===== config.mk =====
export PLATFORM = sky130hd
export DESIGN_NAME = tpu_timer
export DESIGN_NICKNAME = d
export VERILOG_FILES = /design/src/design/tpu_pkg.sv /design/src/design/tpu_timer.sv
export VERILOG_INCLUDE_DIRS = /design/src /design/src/design
export SDC_FILE = /design/constraint.sdc
export NUM_CORES = 1
export LEC_CHECK = 0
export ABC_AREA = 1
export BUFFER_PORTS_ARGS = -buffer_cell sky130_fd_sc_hd__buf_2
export CAP_MARGIN = 5
export CORE_AREA = 10 10 88 90
export DETAILED_ROUTE_END_ITERATION = 8
export DIE_AREA = 0 0 98 100
export PLACE_DENSITY_LB_ADDON = 0.05
export SYNTH_ARGS = -nofsm -noshare
export SYNTH_HDL_FRONTEND = slang
export SYNTH_SLANG_ARGS = --single-unit

===== constraint.sdc =====
create_clock -name pclk -period 3.8 [get_ports pclk]
set_input_delay 0.19 -clock pclk [delete_from_list [all_inputs] [get_ports pclk]]
set_output_delay 0.19 -clock pclk [all_outputs]
set_load 0.02 [all_outputs]

===== src/design/tpu_map.svh =====
// register offsets, field positions, reset values and timing counts
`ifndef TPU_MAP_SVH
`define TPU_MAP_SVH
`define TPU_COUNT_IDX      8'h01
`define TPU_CONFIG_IDX     8'h81
`define TPU_CTRL_IDX       8'h02
`define TPU_STATUS_IDX     8'h03
`define TPU_CONFIG_RST     8'hff
`define TPU_PUD_BIT        7
`define TPU_IRQEDGE_BIT    6
`define TPU_SRC_BIT        5
`define TPU_EDGE_BIT       4
`define TPU_OWNER_BIT      3
`define TPU_RATE_LSB       0
`define TPU_RATE_MSB       2
`define TPU_PHASES         4
`define TPU_IRQ_LATENCY    4
`endif


===== src/design/tpu_pkg.sv =====
// types shared by the timer prescaler unit
package tpu_pkg;
  typedef struct packed {
    logic       pullup_disable;
    logic       ext_irq_edge_select;
    logic       count_source_select;
    logic       count_edge_select;
    logic       prescaler_owner_select;
    logic [2:0] prescale_ratio_field;
  } tpu_config_t;
  typedef enum logic [1:0] {
    TPU_Q1, TPU_Q2, TPU_Q3, TPU_Q4
  } tpu_phase_t;
endpackage


===== src/design/tpu_timer.sv =====
// timer/counter with shared prescaler, option register, APB slave
// Function
// - count source bit: 1 external pin, 0 instruction-cycle clock
// - edge bit 4: 1 counts falling, 0 counts rising pin edges
// - owner bit 3: 1 prescaler to watchdog, 0 to timer
// - rate code 000..111 gives timer 1:2..1:256, watchdog 1:1..1:128
// - bit 6 selects external interrupt edge: 1 rising, 0 falling
// - bit 7 set disables all pull-ups, else per port latch
// - option register at 81h, all eight bits read and write
// - option register resets to all ones
// - prescaler output sampled on phases Q2 and Q4
// - prescaler divides pin like a ripple counter, symmetrical output
// - counter increments after synchronisation delay, not on edge
// - clock pin shares port bit 4, open-drain output
// - overflow flag sampled on phase Q1 each instruction cycle
// - overflow interrupt latency four instruction cycles
// - one 8-bit counter is prescaler or postscaler, never both
// - count write clears prescaler while timer owns it
// - watchdog clear clears prescaler while watchdog owns it
// - prescaler count is neither readable nor writable
//
// Implementation choice: the APB register port.
`timescale 1ns/100ps
`include "tpu_map.svh"
module tpu_timer #(
  parameter int unsigned CW = 8
) (
  input  wire logic        pclk,
  input  wire logic        presetn,
  input  wire logic        psel,
  input  wire logic        penable,
  input  wire logic        pwrite,
  input  wire logic [11:0] paddr,
  input  wire logic [31:0] pwdata,
  output logic      [31:0] prdata,
  output logic             pready,
  output logic             pslverr,
  input  wire logic        port4_in,
  input  wire logic        port4_out,
  output logic             port4_oe_n,
  input  wire logic        watchdog_tick,
  input  wire logic        watchdog_clear_instr,
  input  wire logic        ext_interrupt_pin,
  input  wire logic [7:0]  second_io_port_latch,
  output logic      [7:0]  second_io_pullup_en,
  output logic             watchdog_timeout,
  output logic             timer_irq,
  output logic             ext_irq,
  output logic             instr_clock_output
);
  // register state, one always_ff per concern below
  tpu_pkg::tpu_config_t cfg_ff;
  tpu_pkg::tpu_phase_t  phase_ff;
  tpu_pkg::tpu_phase_t  nxt_phase;
  logic [CW-1:0] count_ff;
  logic [7:0]    presc_ff;
  logic [7:0]    nxt_presc;
  logic          pin_ff;
  logic          presc_out_ff;
  logic          sync_ff;
  logic          sync_d_ff;
  logic          flag_ff;
  logic          irq_en_ff;
  logic          eirq_flag_ff;
  logic          eirq_ff;
  logic [2:0]    lat_ff;
  logic          lat_run_ff;
  logic          wd_out_ff;
  logic          wr_acc;
  logic          rd_acc;
  logic [9:0]    word;
  logic          mapped;
  logic          pin_edge;
  logic          presc_src;
  logic          presc_bit;
  logic          wd_bit;
  logic          inc;
  logic          presc_clr;
  logic          flag_set;
  logic          flag_clr;
  logic          eirq_edge;
  logic [CW-1:0] nxt_count;
  logic          raw_level;

  // apb decode; zero-wait slave, unmapped word reads zero with error
  assign word    = paddr[11:2];
  assign wr_acc  = psel && penable && pwrite;
  assign rd_acc  = psel && penable && !pwrite;
  assign pready  = 1'b1;
  // unaligned byte addresses alias onto the same word
  assign mapped  = (word == 10'(`TPU_COUNT_IDX)) ||
                   (word == 10'(`TPU_CONFIG_IDX)) ||
                   (word == 10'(`TPU_CTRL_IDX)) ||
                   (word == 10'(`TPU_STATUS_IDX));
  assign pslverr = psel && penable && !mapped;

  // open-drain pin: port driver pulls low, never drives high
  assign port4_oe_n = port4_out;

  // option register, full read/write
  always_ff @(posedge pclk or negedge presetn) begin
    if (!presetn) begin
      cfg_ff <= `TPU_CONFIG_RST;
    end else if (wr_acc && word == 10'(`TPU_CONFIG_IDX)) begin
      cfg_ff <= pwdata[7:0];
    end
  end

  // own control word: bit0 timer interrupt enable
  always_ff @(posedge pclk or negedge presetn) begin
    if (!presetn) begin
      irq_en_ff <= 1'b0;
    end else if (wr_acc && word == 10'(`TPU_CTRL_IDX)) begin
      irq_en_ff <= pwdata[0];
    end
  end

  // four internal phases make one instruction cycle
  always_comb begin
    case (phase_ff)
      tpu_pkg::TPU_Q1: nxt_phase = tpu_pkg::TPU_Q2;
      tpu_pkg::TPU_Q2: nxt_phase = tpu_pkg::TPU_Q3;
      tpu_pkg::TPU_Q3: nxt_phase = tpu_pkg::TPU_Q4;
      tpu_pkg::TPU_Q4: nxt_phase = tpu_pkg::TPU_Q1;
      default:         nxt_phase = tpu_pkg::TPU_Q1;
    endcase
  end

  // instruction clock high in Q3 and Q4, registered to stay glitch free
  always_ff @(posedge pclk or negedge presetn) begin
    if (!presetn) begin
      phase_ff           <= tpu_pkg::TPU_Q1;
      instr_clock_output <= 1'b0;
    end else begin
      phase_ff           <= nxt_phase;
      instr_clock_output <= (nxt_phase == tpu_pkg::TPU_Q3) ||
                            (nxt_phase == tpu_pkg::TPU_Q4);
    end
  end

  // pin edge detect; edge bit chooses falling (1) or rising (0)
  always_ff @(posedge pclk or negedge presetn) begin
    if (!presetn) begin
      pin_ff <= 1'b0;
    end else begin
      pin_ff <= port4_in;
    end
  end
  assign pin_edge = cfg_ff.count_edge_select ?
                    (pin_ff && !port4_in) :
                    (!pin_ff && port4_in);

  // prescaler input: chosen timer source, or the watchdog tick
  assign presc_src = cfg_ff.prescaler_owner_select ? watchdog_tick :
                     (cfg_ff.count_source_select ? pin_edge :
                      (phase_ff == tpu_pkg::TPU_Q4));
  // clearing follows whichever side owns the prescaler now
  assign presc_clr = cfg_ff.prescaler_owner_select ?
                     watchdog_clear_instr :
                     (wr_acc && word == 10'(`TPU_COUNT_IDX));
  assign nxt_presc = presc_ff + 8'h01;

  // prescaler counter, no software path in or out
  always_ff @(posedge pclk or negedge presetn) begin
    if (!presetn) begin
      presc_ff <= 8'h00;
    end else if (presc_clr) begin
      presc_ff <= 8'h00;
    end else if (presc_src) begin
      presc_ff <= nxt_presc;
    end
  end

  // bit n toggles each 2^n inputs, period 2^(n+1): square, symmetrical output
  assign presc_bit = presc_ff[cfg_ff.prescale_ratio_field];

  // undivided path: the chosen pin edge shows as a rising level
  assign raw_level = cfg_ff.count_edge_select ?
                     !port4_in : port4_in;

  // output toward the synchroniser; raw pin level when undivided
  always_ff @(posedge pclk or negedge presetn) begin
    if (!presetn) begin
      presc_out_ff <= 1'b1;
    end else if (!cfg_ff.count_source_select) begin
      presc_out_ff <= 1'b0;
    end else if (cfg_ff.prescaler_owner_select) begin
      presc_out_ff <= raw_level;
    end else begin
      presc_out_ff <= presc_bit;
    end
  end

  // sample on Q2 and Q4; increment on the sampled rise, hence the delay
  always_ff @(posedge pclk or negedge presetn) begin
    if (!presetn) begin
      // start high: the first sample after reset is never taken as a rise
      sync_ff   <= 1'b1;
      sync_d_ff <= 1'b1;
    end else if (phase_ff == tpu_pkg::TPU_Q2 ||
                 phase_ff == tpu_pkg::TPU_Q4) begin
      sync_ff   <= presc_out_ff;
      sync_d_ff <= sync_ff;
    end
  end

  always_comb begin
    inc = 1'b0;
    if (!cfg_ff.count_source_select) begin
      // internal clock: at Q4, every instruction cycle undivided, else when the selected bit falls
      inc = (phase_ff == tpu_pkg::TPU_Q4) &&
            (cfg_ff.prescaler_owner_select ||
             (presc_ff[cfg_ff.prescale_ratio_field] &&
              !presc_bit_next_same()));
    end else begin
      // external pin, divided or not, always through the Q2/Q4 samples
      inc = sync_ff && !sync_d_ff &&
            (phase_ff == tpu_pkg::TPU_Q1 ||
             phase_ff == tpu_pkg::TPU_Q3);
    end
  end

  // value the selected bit takes after this input; low after high means it falls
  function automatic logic presc_bit_next_same();
    presc_bit_next_same = nxt_presc[cfg_ff.prescale_ratio_field];
  endfunction

  // watchdog postscaler: 1:1 at code 000, so one bit lower than timer
  always_ff @(posedge pclk or negedge presetn) begin
    if (!presetn) begin
      wd_out_ff <= 1'b0;
    end else begin
      // without the postscaler the watchdog sees every tick
      wd_out_ff <= cfg_ff.prescaler_owner_select ?
                   wd_bit : watchdog_tick;
    end
  end
  assign wd_bit = (cfg_ff.prescale_ratio_field == 3'h0) ? watchdog_tick :
                  (watchdog_tick &&
                   presc_ff[cfg_ff.prescale_ratio_field - 3'h1] &&
                   !nxt_presc[cfg_ff.prescale_ratio_field - 3'h1]);
  assign watchdog_timeout = wd_out_ff;

  // timer count; write loads, wrap sets the flag
  assign nxt_count = count_ff + CW'(1);
  // the set comes from the increment that leaves all ones
  assign flag_set  = inc && (count_ff == '1);
  always_ff @(posedge pclk or negedge presetn) begin
    if (!presetn) begin
      count_ff <= '0;
    end else if (wr_acc && word == 10'(`TPU_COUNT_IDX)) begin
      count_ff <= pwdata[CW-1:0];
    end else if (inc) begin
      count_ff <= nxt_count;
    end
  end

  // overflow flag: write 1 to clear, a set in the same cycle wins
  assign flag_clr = wr_acc && word == 10'(`TPU_STATUS_IDX) && pwdata[0];
  always_ff @(posedge pclk or negedge presetn) begin
    if (!presetn) begin
      flag_ff <= 1'b0;
    end else if (flag_set) begin
      flag_ff <= 1'b1;
    end else if (flag_clr) begin
      flag_ff <= 1'b0;
    end
  end

  // flag seen at Q1, then held off for the fixed latency
  // limitation: a flag left set keeps retriggering the pulse
  always_ff @(posedge pclk or negedge presetn) begin
    if (!presetn) begin
      lat_ff     <= 3'h0;
      lat_run_ff <= 1'b0;
      timer_irq  <= 1'b0;
    end else begin
      timer_irq <= 1'b0;
      if (phase_ff == tpu_pkg::TPU_Q1) begin
        if (!lat_run_ff && flag_ff && irq_en_ff) begin
          lat_run_ff <= 1'b1;
          lat_ff     <= 3'h1;
        end else if (lat_run_ff) begin
          if (lat_ff == 3'(`TPU_IRQ_LATENCY)) begin
            timer_irq  <= 1'b1;
            lat_run_ff <= 1'b0;
          end else begin
            lat_ff <= lat_ff + 3'h1;
          end
        end
      end
    end
  end

  // external interrupt edge, sticky until status write clears
  assign eirq_edge = cfg_ff.ext_irq_edge_select ?
                     (!eirq_ff && ext_interrupt_pin) :
                     (eirq_ff && !ext_interrupt_pin);
  always_ff @(posedge pclk or negedge presetn) begin
    if (!presetn) begin
      eirq_ff      <= 1'b0;
      eirq_flag_ff <= 1'b0;
    end else begin
      eirq_ff <= ext_interrupt_pin;
      if (eirq_edge) begin
        eirq_flag_ff <= 1'b1;
      end else if (wr_acc && word == 10'(`TPU_STATUS_IDX) && pwdata[1]) begin
        eirq_flag_ff <= 1'b0;
      end
    end
  end
  assign ext_irq = eirq_flag_ff;

  // pull-ups follow the port latch unless globally disabled
  genvar gi;
  generate
    for (gi = 0; gi < 8; gi++) begin : g_pu
      assign second_io_pullup_en[gi] = !cfg_ff.pullup_disable &&
                                       second_io_port_latch[gi];
    end
  endgenerate

  // read data registered at the setup phase
  always_ff @(posedge pclk or negedge presetn) begin
    if (!presetn) begin
      prdata <= 32'h0000_0000;
    end else if (psel && !penable && !pwrite) begin
      case (paddr[11:2])
        10'(`TPU_COUNT_IDX):  prdata <= {24'h00_0000, count_ff};
        10'(`TPU_CONFIG_IDX): prdata <= {24'h00_0000, cfg_ff};
        10'(`TPU_CTRL_IDX):   prdata <= {31'h0, irq_en_ff};
        10'(`TPU_STATUS_IDX): prdata <= {30'h0, eirq_flag_ff, flag_ff};
        default:              prdata <= 32'h0000_0000;
      endcase
    end
  end
  // read strobe unused: read data is already loaded in the setup cycle
  logic unused_rd;
  assign unused_rd = rd_acc;
endmodule


# == After elaboration in Yosys (flattened, before gate mapping) ==
# Index checks and enable logic that the tools add are counted.
# W data, S select, Z words.
# totals
regBits,73
in_bits,62
out_inout_bits,47
# classes
addsub,4
n_lt_le_gt_ge,2
eq_ne,12
n_mux,39
reduce_logical,59
# op_table
cell,n
$logic_and A1 B1 Y1,32
$mux W8,4
$pmux W8 S4,1
$mux W1,26
$eq A10 B2 Y1 const B,2
$add A8 B1 Y8 const B,2
$bmux W1 S3,4
$logic_not A1 Y1,12
$eq A10 B1 Y1 const B,1
$eq A10 B8 Y1 const B,1
$reduce_bool A2 Y1,5
$mux W3,3
$eq A2 B2 Y1 const B,4
$eq A8 B8 Y1 const B,1
$lt A3 B4 Y1 const B,2
$pmux W2 S4,1
$logic_or A1 B1 Y1,7
$add A3 B1 Y3 const B,1
$eq A3 B3 Y1 const B,1
$logic_not A3 Y1,1
$reduce_and A3 Y1,1
$sub A3 B1 Y3 const B,1
$eq A2 B1 Y1 const B,1
$logic_not A2 Y1,1
$ne A2 B2 Y1 const B,1

# == Depth between registers and ports, before layout ==
# logic_depth
depth_word,10
ltp_mapped,15
mapped_depth_nobuf,15

# == Worst setup path before layout ==
# No wires, ideal clock.
# synth_timing
path_type,register -> register
startpoint,register instr_clock_output (netlist name)
endpoint,register count_ff[0]
setup_time_ns,0.119
t_arrival_ns,1.607
required_time_ns,3.681
path_slack_ns,2.074
path_stages_with_launch,8
n_path_buf,0
period_less_slack_ns,1.726
cell_sequence,dfrtp_1 > inv_1 > ha_1 > or2_2 > nand3_1 > nand3_4 > nand2_1 > nand2_1
# synth_rtl
item,line_no,text
"end signal, assigned",tpu_timer.sv:252,count_ff <= pwdata[CW-1:0];
"end signal, assigned",tpu_timer.sv:254,count_ff <= nxt_count;
"end, declared",tpu_timer.sv:55,logic [CW-1:0] count_ff;

# == Worst setup path after layout ==
# layout_timing
startpoint,register presc_ff[1]
endpoint,register count_ff[0]
# layout_via
elab_chain_cells,9
elab_cells_between_ends,11
classes_between,add/sub (1); mux (5); reduce/logical (5)
# layout_lines
item,line_no,text
"start, declared",tpu_timer.sv:56,logic [7:0] presc_ff;
"start signal, assigned",tpu_timer.sv:170,presc_ff <= nxt_presc;
$add A8 B1 Y8,tpu_timer.sv:161,assign nxt_presc = presc_ff + 8'h01;
$bmux W1 S3,tpu_timer.sv:225,presc_bit_next_same = nxt_presc[cfg_ff.prescale_ratio_field];
$mux W1 (implied by the code),tpu_timer.sv:225,
$logic_not A1 Y1,tpu_timer.sv:214,!presc_bit_next_same()));
$logic_and A1 B1 Y1 *,tpu_timer.sv:213,(presc_ff[cfg_ff.prescale_ratio_field] &&
$logic_or A1 B1 Y1 *,tpu_timer.sv:212,(cfg_ff.prescaler_owner_select ||
$logic_and A1 B1 Y1 *,tpu_timer.sv:211,inc = (phase_ff == tpu_pkg::TPU_Q4) &&
$mux W1 *,tpu_timer.sv:209,if (!cfg_ff.count_source_select) begin
$reduce_bool A2 Y1 (no source line) *,n/a,
# Every way passes the cells marked *; elsewhere a longest branch is shown, timed or not. The select of a mux whose other input is x is not followed.
# A chain may end at the register's enable or synchronous reset.

==> out/qor.tcl <==
set qor(rr_endpoint) {count_ff[0]}
set qor(grt-ovfl-total) 0
set qor(post_drt_wl_per_cell_microns) 13.6
set qor(crit_slowest_cell) {sky130_fd_sc_hd__dfrtp_1}
set qor(clock_root_buffer) {sky130_fd_sc_hd__clkbuf_8}
set qor(dp_hpwl_microns) 5970
set qor(postRouteAntennaNets) 0
set qor(reg2reg_from) {presc_ff[1]}
set qor(highest_layer) {met4}
set qor(count_of_instances_resized_after_the_clock_tree_is_built) 0
set qor(grt_antenna_before_repair) 0
set qor(drv_slew) 0
set qor(post_synth_instance_area_sq_um) 3250
set qor(core_region_area_sq_um) 6130
set qor(finalSetupViolCount) 0
set qor(worstSetupEndpointType) {flop}
set qor(drt_pre_antenna_iters) 5
set qor(path_max_fanout) 10
set qor(global_route.usage.total) 0.158
set qor(final_design_area_no_fill_sq_um) 3610
set qor(cts_tree) {yes}
set qor(max_freq_mhz) 491
set qor(run_status) {completed}
set qor(nets) 558
set qor(detail_route.wirelength_microns) 7660
set qor(worst_path_most_repeated_cell) {sky130_fd_sc_hd__nand2_1}
set qor(reg2reg_setup_slack_ns) 1.76
set qor(cell_chain_critical_path) {ha_1, nand2_1, nor2_2, nand2_1, nand2_1, nand3_1, nand2_1, nand3_1, nand2_1, nand2_1, nand2_4, nand3_4, nand2_1, nand2_1}
set qor(ys_ff_latch) 48
set qor(layout_common_cells) {sky130_fd_sc_hd__nand2_1 (107), sky130_fd_sc_hd__inv_1 (64), sky130_fd_sc_hd__buf_2 (55), sky130_fd_sc_hd__dfrtp_1 (37), sky130_fd_sc_hd__o21ai_0 (36)}
set qor(first_iter_violations) 121
set qor(met3RoutedLength_microns) 436
set qor(worstSetupStartpoint) {presc_ff[1]}
set qor(post_route_cells_drive_above_1_share) 0.209
set qor(cts.sinks) 48
set qor(postCtsHoldBufs) 1
set qor(power-per-cell-area_nw_per_um2) 408
set qor(critPathLaunchType) {flop}
set qor(routed_vias_inst) 5.13
set qor(r2r.worst_path.cells) 14
set qor(worst_hold_path_type) {in -> reg}
set qor(timing.hold.ws_ns) 0.0227
set qor(synthCells) 433
set qor(finalHoldViolations) 0
set qor(met2RoutedLength_microns) 3870
set qor(unrepaired_setup_endpoints_after_global_routing) {false}
set qor(die_w_microns) 98
set qor(critical_path_required_ns) 3.99
set qor(timing.critical_path.arrival_ns) 2.23
set qor(critical_path_endpoint) {count_ff[0]}
set qor(grt_pass1_vias) 2946
set qor(final_cell_count_no_fill) 564
set qor(max-cap-violations) 0
set qor(h-tree-depth) 2
set qor(number_of_inserted_filler_cells_in_the_final_layout) 583
set qor(antenna_cells) 0
set qor(crit_type) {reg -> reg}
set qor(postCtsSetupBuffers) 0
set qor(worst_pin_slew_ns) 0.602
set qor(ir_drop_mv) 0.278
set qor(largest_net_degree_at_the_start_of_global_routing) 49
set qor(placement.io_buffers) 55
set qor(num_vias) 2891
set qor(synth_seq_area_share) 0.373
set qor(seq_area_sq_um) 1210
set qor(clk_pin_slew_ns) 0.09
set qor(clock_insertion_delay_worst_skew_ns) 0.31
set qor(layout.cells.most_common) {sky130_fd_sc_hd__nand2_1}
set qor(placement_rows) 29
set qor(cts_buffers) 5
set qor(finalPower_mw) 1.47
set qor(synth_cell_type_count) 39
set qor(num_io_pins) 109
set qor(sum_neg_setup_slack_ns) 0
set qor(fin_worst_skew_ns) 0.0124
set qor(layout_min_cycle_time_ns) 2.04
set qor(dpl-instance-area_sq_um) 3480
set qor(yosysWarningCount) 0
set qor(detail_route.wirelength.met1_microns) 3190
set qor(dp_slack_ns) 1.71
set qor(drc) 0
set qor(multi_input_area_sq_um) 1630
set qor(slowest_delay_ns) 0.46
set qor(start_util) 0.531
set qor(dpl.cell_count) 555
set qor(areaGrowthSynthToFinish_pct) 10.9
set qor(finalCoreUtilization) 0.588
set qor(synthesis.area_per_instance_sq_um) 7.52
set qor(globalplace.congestion) 0.924
set qor(fp.dieArea_sq_um) 9800
set qor(cts_buffer_depth) 2
set qor(floorplan_die_height_microns) 100
set qor(p_leak_nw) 1.88
set qor(finalWorstSetupSlack_ns) 1.76
set qor(finalCritPeriodShare) 0.536
set qor(max-slew-margin-rel) 0.598
set qor(grt_pass1_wl_microns) 13300
-- cells in the mapped netlist, drive strengths merged --
master / instances / area (sq um)
dfstp: 11 / 289
a31oi: 1 / 6.26
o21ai: 39 / 214
nor3: 7 / 45.0
nand3b: 5 / 37.5
or2: 2 / 12.5
nand3: 37 / 218
o22ai: 6 / 37.5
nand2: 111 / 437
clkinv: 1 / 3.75
mux2: 4 / 45.0
inv: 66 / 248
o211ai: 5 / 37.5
nand4: 10 / 62.6
clkbuf: 2 / 7.51
nor2: 24 / 105
buf: 32 / 235
conb: 2 / 7.51
xor2: 4 / 35.0
ha: 10 / 125
xnor2: 3 / 26.3
nor4: 2 / 27.5
a21oi: 10 / 50.1
o221ai: 1 / 8.76
dfrtp: 37 / 926
o31ai: 1 / 7.51
-- how the worst min path moves through the flow --
stage                      startpoint          end  slack [ns]  cells past startpoint
finish              ext_interrupt_pin      eirq_ff        0.02                      1
global placement              presetn  presc_ff[3]        0.33                      2
CTS                 ext_interrupt_pin      eirq_ff        0.01                      1
global route                 port4_in       pin_ff        0.02                      1
floorplan                     presetn  count_ff[0]       -0.11                      0
detailed placement            presetn  presc_ff[3]        0.33                      2
-- registers in the layout, summed over array words and instances (netlist names), 3 cells and up --
signal,flops
cfg_ff,8
count_ff,8
lat_ff,3
prdata,8
presc_ff,8
-- cell type report --
class                      instances  area share
clock buffer                       6      0.0229
clock inverter                     2      0.0107
inverter                          67      0.0697
multi-input combinational        307       0.452
sequential                        48       0.337
tap                               77      0.0267
timing repair buffer              57      0.0811
-- worst max-delay path, delay by kind of cell (launching register included) --
kind / cells / cell delay, ns
and+or+nand+nor: 13 / 1.20
DFF: 1 / 0.46
adders and majority gates: 1 / 0.25
-- cell families after synthesis --
family / count (synthesis) / share of synthesized area
fa+ha+maj: 10 / 0.0384
mux: 4 / 0.0138
flops: 48 / 0.373
other cells: 2 / 0.00231
xor+xnor: 7 / 0.0188
simple gates: 198 / 0.290
buf+inv: 101 / 0.152
compound gates: 63 / 0.111
-- routing by layer --
layer / global-route usage / vias to the layer above
met2: 0.278 / 88
met3: 0.0371 / 17
li1: - / 1451
met4: 0.0582 / 0
met1: 0.182 / 1335
met5: 0 / -
-- where the power goes --
group          internal, mW  total [mW]  switching [mW]
Clock                 0.215       0.391           0.176
Combinational         0.153       0.394           0.240
Sequential            0.589       0.689           0.100
Total                 0.958        1.47           0.516
(Power assumes the default switching activity.)
